`config.mk`:
```
export PLATFORM = sky130hd
export DESIGN_NAME = ebpm_top
export DESIGN_NICKNAME = d
export VERILOG_FILES = /design/src/ebpm_pkg.sv /design/src/ebpm_sync.sv /design/src/ebpm_pad_mux.sv /design/src/ebpm_top.sv
export SDC_FILE = /design/constraint.sdc
export NUM_CORES = 1
export LEC_CHECK = 0
export BUFFER_PORTS_ARGS = -buffer_cell sky130_fd_sc_hd__buf_2
export CORE_AREA = 5 5 166 104
export CTS_BUF_LIST = sky130_fd_sc_hd__clkbuf_8
export DETAILED_ROUTE_END_ITERATION = 8
export DIE_AREA = 0 0 171 109
export PLACE_DENSITY_LB_ADDON = 0.15
export SETUP_SLACK_MARGIN = 0.3
export SYNTH_ARGS = -nofsm -noshare
export SYNTH_HDL_FRONTEND = slang
export SYNTH_SLANG_ARGS = --single-unit
```
`constraint.sdc`:
```
create_clock -name pclk -period 3.73 [get_ports pclk]
set_input_delay 0.5595 -clock pclk [delete_from_list [all_inputs] [get_ports pclk]]
set_output_delay 0.5595 -clock pclk [all_outputs]
set_load 0.01 [all_outputs]
```
`src/ebpm_pkg.sv`:
```
// Purpose: Shared constants and types for the external bus pin mux
// Assumes: 32-bit APB data, byte addresses on an 8-bit address bus
// Notes:   Pin index order of the control pin group is fixed here
package ebpm_pkg;

   // Register byte offsets
   localparam logic [7:0] OFS_CTRL     = 8'h00;
   localparam logic [7:0] OFS_FUNC     = 8'h04;
   localparam logic [7:0] OFS_LANE_OUT = 8'h08;
   localparam logic [7:0] OFS_LANE_DIR = 8'h0C;
   localparam logic [7:0] OFS_MISC_OUT = 8'h10;
   localparam logic [7:0] OFS_MISC_DIR = 8'h14;
   localparam logic [7:0] OFS_LANE_IN  = 8'h18;
   localparam logic [7:0] OFS_MISC_IN  = 8'h1C;
   localparam logic [7:0] OFS_STATUS   = 8'h20;

   // Pin group widths
   localparam int unsigned LANE_W = 24;
   localparam int unsigned MISC_W = 10;
   localparam int unsigned FUNC_W = 9;
   localparam int unsigned PAD_W  = LANE_W + MISC_W;
   localparam int unsigned DATA_W = 32;

   // Control pin group: index of each pin
   localparam int unsigned MP_READY   = 0;
   localparam int unsigned MP_GRANT   = 1;
   localparam int unsigned MP_REQUEST = 2;
   localparam int unsigned MP_WSTR2   = 3;
   localparam int unsigned MP_WSTR1   = 4;
   localparam int unsigned MP_WSTR0   = 5;
   localparam int unsigned MP_SYSTEM_CLOCK_OUT  = 6;
   localparam int unsigned MP_MCLKEN  = 7;
   localparam int unsigned MP_MCLK    = 8;
   localparam int unsigned MP_SPARE   = 9;

   typedef enum logic [1:0] {
      WIDTH_8  = 2'b00,
      WIDTH_16 = 2'b01,
      WIDTH_32 = 2'b10,
      WIDTH_RS = 2'b11
   } ebpm_width_e;

   typedef struct packed {
      logic        sdram;
      logic        common_strobe;
      ebpm_width_e width;
   } ebpm_ctrl_s;

   // Bit i enables the bus function of control pin i
   typedef struct packed {
      logic mclk;
      logic mclken;
      logic system_clock_out;
      logic wstr0;
      logic wstr1;
      logic wstr2;
      logic request;
      logic grant;
      logic ready;
   } ebpm_func_s;

   typedef struct packed {
      logic o;
      logic oe;
   } ebpm_pad_s;

   // Reset values
   localparam ebpm_ctrl_s       CTRL_RST     = '{sdram: 1'b0,
                                                 common_strobe: 1'b0,
                                                 width: WIDTH_32};
   localparam logic [FUNC_W-1:0] FUNC_RST    = 9'h000;
   localparam logic [LANE_W-1:0] LANE_RST    = 24'h000000;
   localparam logic [MISC_W-1:0] MISC_RST    = 10'h000;
   localparam logic [DATA_W-1:0] RDATA_RST   = 32'h00000000;

endpackage

```
`src/ebpm_sync.sv`:
```
// Purpose: Multi-bit two-flop synchroniser for pin inputs
// Assumes: Bits are independent levels, no word coherence needed
// Notes:   First stage feeds only the next stage
`timescale 1ns/1ps
`default_nettype none
module ebpm_sync #(
   parameter int unsigned WIDTH  = 1,
   parameter int unsigned STAGES = 2
) (
   // Clock and reset
   input  wire logic             pclk,
   input  wire logic             presetn,
   // Data
   input  wire logic [WIDTH-1:0] d,
   output logic      [WIDTH-1:0] q
);
   logic [WIDTH-1:0] stage [STAGES];

   if (STAGES < 2 || WIDTH < 1) begin : g_bad
      $error("ebpm_sync needs at least two stages and one bit");
   end

   always_ff @(posedge pclk or negedge presetn) begin
      if (!presetn) begin
         for (int i = 0; i < STAGES; i++) begin
            stage[i] <= '0;
         end
      end else begin
         stage[0] <= d;
         for (int i = 1; i < STAGES; i++) begin
            stage[i] <= stage[i-1];
         end
      end
   end

   assign q = stage[STAGES-1];
endmodule
`default_nettype wire

```
`src/ebpm_pad_mux.sv`:
```
// Purpose: One pin chooses between its bus function and its port
// Assumes: Select is stable per configuration
// Notes:   Purely combinational; pin drivers sit outside
`timescale 1ns/1ps
`default_nettype none
module ebpm_pad_mux
   import ebpm_pkg::*;
(
   // Selection
   input  wire logic      port_sel,
   // Bus function and port drive
   input  wire ebpm_pad_s bus_drv,
   input  wire ebpm_pad_s port_drv,
   // Pin drive
   output ebpm_pad_s      pad
);
   assign pad = port_sel ? port_drv : bus_drv;
endmodule
`default_nettype wire

```
`src/ebpm_top.sv`:
```
// Purpose: Pin function mux for the external bus pins, APB configured
// Assumes: Bus controller signals share pclk; pins are asynchronous
// Notes:   Pin levels are resolved outside from the o and oe pairs
// What this block does
// [RULE1] Data bits 0 to 15 become ports in 8-bit or 16-bit bus width.
// [RULE2] Data bits 16 to 23 become ports only in 8-bit bus width.
// [RULE3] Data bits 24 to 31 always carry the bus, never a port.
// [RULE4] Ready pin is a port when disabled, else sampled as bus ready.
// [RULE5] Grant acknowledge drives low while the bus is released, if enabled.
// [RULE6] Outside master drives request high; honoured only when enabled.
// [RULE7] Disabled grant acknowledge pin works as a port.
// [RULE8] Disabled release request pin works as a port.
// [RULE9] First write strobe is byte enable or mask for bits 31 to 24.
// [RULE10] Second write strobe is byte enable or mask for bits 23 to 16.
// [RULE11] Third write strobe is byte enable or mask for bits 15 to 8.
// [RULE12] Fourth write strobe is byte enable or mask for bits 7 to 0.
// [RULE13] Disabled second, third or fourth write strobe pin is a port.
// [RULE14] System clock out runs at bus rate when enabled, halts in stop.
// [RULE15] Memory clock out runs at bus rate when enabled, halts in sleep.
// [RULE16] Disabled system clock pin works as a port.
// [RULE17] Memory clock enable pin drives the enable, or is a port.
// [RULE18] Disabled memory clock pin works as a port.
// [RULE19] Port pins follow direction and data registers, not bus activity.
`timescale 1ns/1ps
`default_nettype none
module ebpm_top
   import ebpm_pkg::*;
#(
   parameter int unsigned SYNC_STAGES = 2
) (
   // APB slave
   input  wire logic              pclk,
   input  wire logic              presetn,
   input  wire logic              psel,
   input  wire logic              penable,
   input  wire logic              pwrite,
   input  wire logic [7:0]        paddr,
   input  wire logic [DATA_W-1:0] pwdata,
   output logic      [DATA_W-1:0] prdata,
   output logic                   pready,
   output logic                   pslverr,
   // Bus controller side
   input  wire logic [DATA_W-1:0] bus_data_o,
   input  wire logic              bus_data_oe,
   output logic      [DATA_W-1:0] bus_data_i,
   output logic                   bus_ready,
   output logic                   bus_release_req,
   input  wire logic              bus_released,
   input  wire logic              read_strobe_n,
   input  wire logic [3:0]        write_strobe_n,
   input  wire logic [3:0]        byte_enable_n,
   input  wire logic [3:0]        sdram_mask,
   input  wire logic              mclken_value,
   input  wire logic              stop_mode,
   input  wire logic              sleep_mode,
   // Data lane pins, lane 0 in the low byte
   input  wire logic [DATA_W-1:0] data_pins_i,
   output logic      [DATA_W-1:0] data_pins_o,
   output logic      [DATA_W-1:0] data_pins_oe,
   // Control pins, indexed by MP_* constants
   input  wire logic [MISC_W-1:0] misc_pins_i,
   output logic      [MISC_W-1:0] misc_pins_o,
   output logic      [MISC_W-1:0] misc_pins_oe,
   // Dedicated output pins
   output logic                   read_strobe_pin,
   output logic                   write_strobe_lane3
);
   ebpm_ctrl_s        ctrl;
   ebpm_func_s        func;
   logic [LANE_W-1:0] lane_out;
   logic [LANE_W-1:0] lane_dir;
   logic [MISC_W-1:0] misc_out;
   logic [MISC_W-1:0] misc_dir;
   logic [DATA_W-1:0] sync_data;
   logic [MISC_W-1:0] sync_misc;
   logic [DATA_W-1:0] next_prdata;
   logic              next_pslverr;
   logic              setup_ph;
   logic              wr_en;
   logic [2:0]        lane_port;
   logic [3:0]        strobe_val;
   logic              system_clock_out_q;
   logic              mclk_q;
   logic [PAD_W-1:0]  pad_sel;
   ebpm_pad_s         bus_drv  [PAD_W];
   ebpm_pad_s         port_drv [PAD_W];
   ebpm_pad_s         pad      [PAD_W];

   function automatic logic is_port_lane(ebpm_width_e w, int unsigned lane);
      logic r;
      r = 1'b0;
      if (lane < 2) begin
         r = (w == WIDTH_8) || (w == WIDTH_16);
      end else if (lane == 2) begin
         r = (w == WIDTH_8);
      end
      return r;
   endfunction

   function automatic logic addr_mapped(logic [7:0] a);
      return (a == OFS_CTRL) || (a == OFS_FUNC) || (a == OFS_LANE_OUT) ||
             (a == OFS_LANE_DIR) || (a == OFS_MISC_OUT) ||
             (a == OFS_MISC_DIR) || (a == OFS_LANE_IN) ||
             (a == OFS_MISC_IN) || (a == OFS_STATUS);
   endfunction

   // Pin inputs are asynchronous to pclk
   ebpm_sync #(
      .WIDTH  (DATA_W + MISC_W),
      .STAGES (SYNC_STAGES)
   ) u_sync (
      .pclk    (pclk),
      .presetn (presetn),
      .d       ({misc_pins_i, data_pins_i}),
      .q       ({sync_misc, sync_data})
   );

   // APB: read data is captured in setup so the access needs no wait
   assign setup_ph = psel && !penable;
   assign wr_en    = psel && penable && pwrite && !pslverr;
   assign pready   = 1'b1;

   always_comb begin
      next_prdata = RDATA_RST;
      if (paddr == OFS_CTRL) begin
         next_prdata[3:0] = ctrl;
      end else if (paddr == OFS_FUNC) begin
         next_prdata[FUNC_W-1:0] = func;
      end else if (paddr == OFS_LANE_OUT) begin
         next_prdata[LANE_W-1:0] = lane_out;
      end else if (paddr == OFS_LANE_DIR) begin
         next_prdata[LANE_W-1:0] = lane_dir;
      end else if (paddr == OFS_MISC_OUT) begin
         next_prdata[MISC_W-1:0] = misc_out;
      end else if (paddr == OFS_MISC_DIR) begin
         next_prdata[MISC_W-1:0] = misc_dir;
      end else if (paddr == OFS_LANE_IN) begin
         next_prdata[LANE_W-1:0] = sync_data[LANE_W-1:0];
      end else if (paddr == OFS_MISC_IN) begin
         next_prdata[MISC_W-1:0] = sync_misc;
      end else if (paddr == OFS_STATUS) begin
         next_prdata[4:0] = {lane_port[2], lane_port[0], bus_released,
                             bus_release_req, bus_ready};
      end
      next_pslverr = !addr_mapped(paddr);
   end

   always_ff @(posedge pclk or negedge presetn) begin
      if (!presetn) begin
         prdata  <= RDATA_RST;
         pslverr <= 1'b0;
      end else if (setup_ph) begin
         prdata  <= pwrite ? RDATA_RST : next_prdata;
         pslverr <= next_pslverr;
      end
   end

   always_ff @(posedge pclk or negedge presetn) begin
      if (!presetn) begin
         ctrl <= CTRL_RST;
      end else if (wr_en && paddr == OFS_CTRL) begin
         ctrl <= pwdata[3:0];
      end
   end

   always_ff @(posedge pclk or negedge presetn) begin
      if (!presetn) begin
         func <= FUNC_RST;
      end else if (wr_en && paddr == OFS_FUNC) begin
         func <= pwdata[FUNC_W-1:0];
      end
   end

   always_ff @(posedge pclk or negedge presetn) begin
      if (!presetn) begin
         lane_out <= LANE_RST;
         lane_dir <= LANE_RST;
      end else if (wr_en && paddr == OFS_LANE_OUT) begin
         lane_out <= pwdata[LANE_W-1:0];
      end else if (wr_en && paddr == OFS_LANE_DIR) begin
         lane_dir <= pwdata[LANE_W-1:0];
      end
   end

   always_ff @(posedge pclk or negedge presetn) begin
      if (!presetn) begin
         misc_out <= MISC_RST;
         misc_dir <= MISC_RST;
      end else if (wr_en && paddr == OFS_MISC_OUT) begin
         misc_out <= pwdata[MISC_W-1:0];
      end else if (wr_en && paddr == OFS_MISC_DIR) begin
         misc_dir <= pwdata[MISC_W-1:0];
      end
   end

   // Clock outputs: toggling at pclk/2 stands in for the bus clock;
   // halted clocks park low so the memory never sees a runt pulse
   always_ff @(posedge pclk or negedge presetn) begin
      if (!presetn) begin
         system_clock_out_q <= 1'b0;
      end else begin
         system_clock_out_q <= (stop_mode || !func.system_clock_out) ? 1'b0 : !system_clock_out_q; // RULE14
      end
   end

   always_ff @(posedge pclk or negedge presetn) begin
      if (!presetn) begin
         mclk_q <= 1'b0;
      end else begin
         mclk_q <= (sleep_mode || !func.mclk) ? 1'b0 : !mclk_q; // RULE15
      end
   end

   // Lane roles from bus width
   for (genvar l = 0; l < 3; l++) begin : g_lane
      if (l < 2) begin : g_low
         assign lane_port[l] = is_port_lane(ctrl.width, l); // RULE1
      end else begin : g_mid
         assign lane_port[l] = is_port_lane(ctrl.width, l); // RULE2
      end
   end

   // Strobe k drives lane 3-k: mask with SDRAM, byte enable with one WR
   for (genvar k = 0; k < 4; k++) begin : g_strobe
      assign strobe_val[k] = ctrl.sdram ? sdram_mask[k] :            // RULE9
                             ctrl.common_strobe ? byte_enable_n[k] : // RULE10
                             write_strobe_n[k];                      // RULE11
   end

   // Data lanes 0..2 through the pad mux
   for (genvar i = 0; i < LANE_W; i++) begin : g_lpad
      assign pad_sel[i]  = lane_port[i/8];
      assign bus_drv[i]  = '{o: bus_data_o[i], oe: bus_data_oe};
      assign port_drv[i] = '{o: lane_out[i], oe: lane_dir[i]}; // RULE19
   end

   // Control pins: spare is always a port
   assign pad_sel[LANE_W+MP_READY]   = !func.ready;   // RULE4
   assign pad_sel[LANE_W+MP_GRANT]   = !func.grant;   // RULE7
   assign pad_sel[LANE_W+MP_REQUEST] = !func.request; // RULE8
   assign pad_sel[LANE_W+MP_WSTR2]   = !func.wstr2;   // RULE13
   assign pad_sel[LANE_W+MP_WSTR1]   = !func.wstr1;   // RULE13
   assign pad_sel[LANE_W+MP_WSTR0]   = !func.wstr0;   // RULE13
   assign pad_sel[LANE_W+MP_SYSTEM_CLOCK_OUT]  = !func.system_clock_out;  // RULE16
   assign pad_sel[LANE_W+MP_MCLKEN]  = !func.mclken;  // RULE17
   assign pad_sel[LANE_W+MP_MCLK]    = !func.mclk;    // RULE18
   assign pad_sel[LANE_W+MP_SPARE]   = 1'b1;

   assign bus_drv[LANE_W+MP_READY]   = '{o: 1'b0, oe: 1'b0};
   assign bus_drv[LANE_W+MP_GRANT]   = '{o: !bus_released, oe: 1'b1}; // RULE5
   assign bus_drv[LANE_W+MP_REQUEST] = '{o: 1'b0, oe: 1'b0};
   assign bus_drv[LANE_W+MP_WSTR2]   = '{o: strobe_val[1], oe: 1'b1};
   assign bus_drv[LANE_W+MP_WSTR1]   = '{o: strobe_val[2], oe: 1'b1};
   assign bus_drv[LANE_W+MP_WSTR0]   = '{o: strobe_val[3], oe: 1'b1}; // RULE12
   assign bus_drv[LANE_W+MP_SYSTEM_CLOCK_OUT]  = '{o: system_clock_out_q, oe: 1'b1};
   assign bus_drv[LANE_W+MP_MCLKEN]  = '{o: mclken_value, oe: 1'b1}; // RULE17
   assign bus_drv[LANE_W+MP_MCLK]    = '{o: mclk_q, oe: 1'b1};
   assign bus_drv[LANE_W+MP_SPARE]   = '{o: 1'b0, oe: 1'b0};

   for (genvar j = 0; j < MISC_W; j++) begin : g_mdrv
      assign port_drv[LANE_W+j] = '{o: misc_out[j], oe: misc_dir[j]};
   end

   for (genvar p = 0; p < PAD_W; p++) begin : g_pad
      ebpm_pad_mux u_pad (
         .port_sel (pad_sel[p]),
         .bus_drv  (bus_drv[p]),
         .port_drv (port_drv[p]),
         .pad      (pad[p])
      );
      if (p < LANE_W) begin : g_lo
         assign data_pins_o[p]  = pad[p].o;
         assign data_pins_oe[p] = pad[p].oe;
      end else begin : g_mo
         assign misc_pins_o[p-LANE_W]  = pad[p].o;
         assign misc_pins_oe[p-LANE_W] = pad[p].oe;
      end
   end

   // Top lane has no port alternative
   assign data_pins_o[DATA_W-1:LANE_W]  = bus_data_o[DATA_W-1:LANE_W]; // RULE3
   assign data_pins_oe[DATA_W-1:LANE_W] = {8{bus_data_oe}};            // RULE3
   assign write_strobe_lane3 = strobe_val[0];                          // RULE9
   assign read_strobe_pin    = read_strobe_n;

   // Bus inputs; a disabled ready reads as always ready
   assign bus_data_i      = sync_data;
   assign bus_ready       = func.ready ? sync_misc[MP_READY] : 1'b1;      // RULE4
   assign bus_release_req = func.request && sync_misc[MP_REQUEST]; // RULE6
endmodule
`default_nettype wire

```
# Word level (Yosys, flattened, before mapping)
# Index checks and enable logic that the tools add are counted.
# totals
input_bits,137
word_cells,127
out_inout_bits,154
regBits,200
# op_classes
bitwise_logic,2
n_reduce_logical,34
eq_ne,9
n_mux,60
# op_table
op,count
$mux W24,3
$mux W2,33
$mux W14,3
$eq A8 B5 Y1 const B,4
$mux W10,3
$mux W20,1
$eq A8 B4 Y1 const B,2
$mux W15,1
$mux W5,3
$logic_and A1 B1 Y1,11
$logic_or A1 B1 Y1,11
$mux W1,11
$mux W9,1
$eq A8 B3 Y1 const B,1
$eq A8 B6 Y1 const B,1
$logic_not A1 Y1,8
$logic_not A8 Y1,1
$mux W4,1
$reduce_and A2 Y1,2
$eq A2 B1 Y1 const B,1
$logic_not A2 Y1,1
$not A1 Y1,2

# Logic depth before layout (Yosys ltp)
# logic_depth
word_depth,12
mapped_depth,8
depth_no_buf,5

# By module
# A second synthesis with hierarchy kept.
# hier_totals
hier_cells,681
hier_area_um2,8817.2
# by_module_without_submodules
mod,cells_each,area_each_um2,n_inst,seq_area_each_um2
ebpm_top,487,5634.2,1,2703.8
ebpm_sync,126,2417.3,1,2102.0
ebpm_pad_mux,2,22.5,34,0.0

# Least setup slack after synthesis
# Ideal clock, no wire load.
# synth_timing
path_type,input-to-reg
startpoint,input port paddr[1]
endpoint,register lane_dir[16]
slack_ns,1.293
t_arrival_ns,2.313
stages,6
required_time_ns,3.605
n_path_buf,2
setup_time_ns,0.125
cell_sequence,or4_4 -> buf_6 -> or3_4 -> nor3_4 -> buf_4 -> mux2_2
# synth_between
elab_chain_len,4
word_cells_on_any_way,6
cone_classes,2 x eq/ne; 1 x bitwise; 3 x reduce/logical
# synth_lines
item,line_no,rtl
start: declaration,ebpm_top.sv:37,"input wire logic [7:0] paddr,"
$eq A8 B4 Y1,ebpm_top.sv:178,end else if (wr_en && paddr == OFS_LANE_OUT) begin
$logic_and A1 B1 Y1,ebpm_top.sv:178,
$not A1 Y1 (no line),--,
$reduce_and A2 Y1 (no line) *,--,
end signal: assignment,ebpm_top.sv:181,lane_dir <= pwdata[LANE_W-1:0];
end: declaration,ebpm_top.sv:71,logic [LANE_W-1:0] lane_dir;
# Mark *: on every way between the ends. The rest lies on a longest branch, timed or not.
# A chain may end at the register's enable or synchronous reset.

# Final worst setup path
# layout_timing
startpoint,register ctrl[1] (netlist bit)
endpoint,output port data_pins_oe[23]
# layout_between
elab_chain_len,2
# layout_lines
item,line_no,rtl
start: declaration,ebpm_top.sv:68,ebpm_ctrl_s ctrl;
start signal: assignment,ebpm_top.sv:162,ctrl <= pwdata[3:0];
$logic_not A2 Y1,ebpm_top.sv:95,r = (w == WIDTH_8);
$mux W2,ebpm_pad_mux.sv:17,assign pad = port_sel ? port_drv : bus_drv;
end: declaration,ebpm_top.sv:59,"output logic [DATA_W-1:0] data_pins_oe,"
# Every way passes these cells.

==> reports/results.ini <==
[cts]
post_cts_hold_buffer_count = 0
cts_buffer_depth = 2
cts.sink_count = 192
cts-htree-levels = 4
cts_resized = 0
ctsRootBufferMaster = clkbuf_8
clk_transition_reported_paths_ns = 0.10
cts_tree = yes
clock_insertion_delay_worst_skew_ns = 0.46
post-cts-setup-buffers = 0
cts-buffers-inserted = 17

[floorplanning]
initial_utilization_pct = 54.1
die_x_um = 171
die_height_um = 109
boundaryPins = 291
design.die.area_sq_mm = 0.0186
placement_rows = 36
placeableCoreArea_sq_mm = 0.0157

[synthesis]
postSynthRegisterBits = 192
synth_xor_xnor_area_share_pct = 0
synthSimpleGateAreaFrac_pct = 7.80
synth-async-reset-ratio_pct = 100
synthMuxAreaShare_pct = 17.6
synth_enable_flop_cells = 0
synthesis.instances = 694
synth.yosys.warnings = 0
synthesized_area_per_cell_sq_um = 12.3
synthAdderAreaFrac_pct = 0
synth.lib_cells_used.distinct = 53
netlist_area_sq_mm = 0.00851
dominant_combinational_cell_family_by_area_after_synthesis = multiplexers
most_used_flip_flop_cell_after_synthesis = dfrtp_1
area_fraction_in_compound_gates_after_synthesis_pct = 9.83
synth_sequential_area_ratio_pct = 56.5

[drt]
drt_pre_antenna_iters = 5
post-route-drc-count = 0
dr.first_iter.drc_count = 504
wirelength_um = 22600
routed_wire_length_per_instance_um = 20.3
route.detailed.vias_per_inst = 5.45
detailroute.via_count = 6071
postRouteAntennaNets = 0

[layout]
flow.area_growth_from_synthesis_pct = 17.2
most-common-layout-cells = buf_2 (254), dfrtp_1 (191), mux2_2 (75)
final_core_util_pct = 63.4
filler_cell_count = 1290
leading_cell_type_in_the_layout_fill_and_taps_excluded = buf_2
multiInputGateArea_sq_mm = 0.00304
drive_gt1_share_pct = 46.4
antennaDiodeCount = 0
layout.nets = 1029
seq_area_sq_mm = 0.00481

[global_routing]
global_route.usage.total_pct = 24.4
wire_length_of_the_first_global_routing_pass_um = 34600
grt_antenna_before_repair = 0
grt_pass1_vias = 6267
global_route.overflow_total = 0
grt_start_max_net_pins = 90

[status]
result_of_the_run = completed

[setup_path]
critical_path_peak_fanout = 11
timing.critical_path.from_type = flip-flop
worst_ep_arrival_time_ns = 2.18
ff2ff_setup_slack_ns = 1.52
crit_required_ns = 3.17
worstSetupPathType = reg -> out
endpoint_kind = output port

[place]
io_buffers = 255
hpwl_um = 16600
place.gp.congestion = 0.865

[power_and_ir_drop]
power-per-cell-area_mw_per_mm2 = 385
max-vdd-ir-drop_mv = 0.222
static_leakage_nw = 5.24

[timing]
slew_violations = 0
finalSetupViolations = 0
layout_min_cycle_time_ns = 2.74
fin_crit_sh_pct = 73.3
timing.slew.headroom_pct = 26.4
max_slew.worst_pin.slew_ns = 1.10
final-hold-violation-count = 0
max_frequency_mhz = 366
fin_tns_setup_ns = 0
setup_skew_ns = 0.0123
rsz_0062_raised_after_global_routing = no

[run]
drv.max_cap_violation_count = 0

[min_path]
min_path_type = in -> async

-- power breakdown --
group / internal (W) / total (W) / switching [W]
clock: 0.000605 / 0.00137 / 0.000766
sequential: 0.00214 / 0.00216 / 0.0000272
combinational: 0.000122 / 0.000307 / 0.000184
-- critical path, cell delays in order, from the launching register on --
cell	delay, ns
dfstp_2	0.69
nor2_1	0.11
nor2b_1	0.63
a21o_1	0.16
buf_2	0.13
-- Yosys cell counts (4+ instances only) --
master / number / area share (%)
buf_1: 4 / 0.18
mux4_2: 6 / 1.6
nor3_1: 4 / 0.24
a21oi_1: 26 / 1.5
inv_1: 17 / 0.75
nor2b_1: 8 / 0.59
a21o_1: 8 / 0.71
a22o_1: 17 / 1.8
buf_4: 59 / 5.2
dfrtp_1: 191 / 56
mux2i_1: 22 / 2.6
buf_6: 5 / 0.66
mux2_2: 75 / 9.9
or2_2: 9 / 0.66
nand2_1: 55 / 2.4
o21ai_0: 67 / 3.9
buf_2: 5 / 0.29
nand3_1: 7 / 0.41
nor2_1: 14 / 0.62
mux2_4: 20 / 3.5
clkbuf_1: 24 / 1.1
nand2b_1: 7 / 0.51
-- cell type report --
cell class | instances | area share, %
multi-input combinational | 395 | 30.5
sequential | 192 | 48.2
clock buffer | 17 | 2.35
timing repair buffer | 269 | 14.1
inverter | 17 | 0.640
clock inverter | 15 | 1.66
tap | 209 | 2.62
-- sequential cells by signal, indices dropped and copies added, names as in the netlist, 4 cells and up --
register	count
ctrl	4
u_sync.q	42
lane_out	24
func	9
misc_out	10
lane_dir	24
prdata	24
u_sync.stage	42
misc_dir	10
-- logic make-up after synthesis --
kind of cell	Yosys count
flip-flops	192
AO/OA/AOI/OAI	137
other	2
buffers and inverters	114
multiplexers	123
AND/OR/NAND/NOR	126
-- final timing paths --
| path | start | end | cells past startpoint |
|---|---|---|---|
| setup / recovery | ctrl[1]$_DFFE_PN1P_ | data_pins_oe[23] | 4 |
| hold / removal | presetn | u_sync.q[29]$_DFF_PN0_ | 1 |
| setup reg to reg | pslverr$_DFFE_PN0P_ | misc_out[8]$_DFFE_PN0P_ | 3 |
| hold reg to reg | u_sync.stage[80]$_DFF_PN0_ | u_sync.q[38]$_DFF_PN0_ | 0 |
| max in group asynchronous | presetn | lane_dir[14]$_DFFE_PN0P_ | 2 |
| min in group pclk | data_pins_i[15] | u_sync.stage[57]$_DFF_PN0_ | 1 |
-- per-stage QoR --
step           power (W)  cells  worst slack [ns]  hold WS, ns  cell area (sq um)
3_5_place_dp     0.00251   1082             0.832        0.335               9570
3_3_place_gp     0.00250   1082             0.844        0.331               9570
5_1_grt          0.00399   1114             0.881        0.157               9970
2_1_floorplan    0.00236    701              1.29        0.264               8530
6_report         0.00384   1114             0.995        0.122               9970
4_1_cts          0.00387   1114              1.02        0.138               9970
-- metal layers --
layer  vias up  global-route usage [%]  wire length (um)
li1       2743                       -                 -
met1      3061                    35.2             10200
met2       237                    36.6             10100
met3        30                    6.96              1960
met4         0                    6.78               304
met5         -                       0                 0
Power figures use the tool's default switching activity.
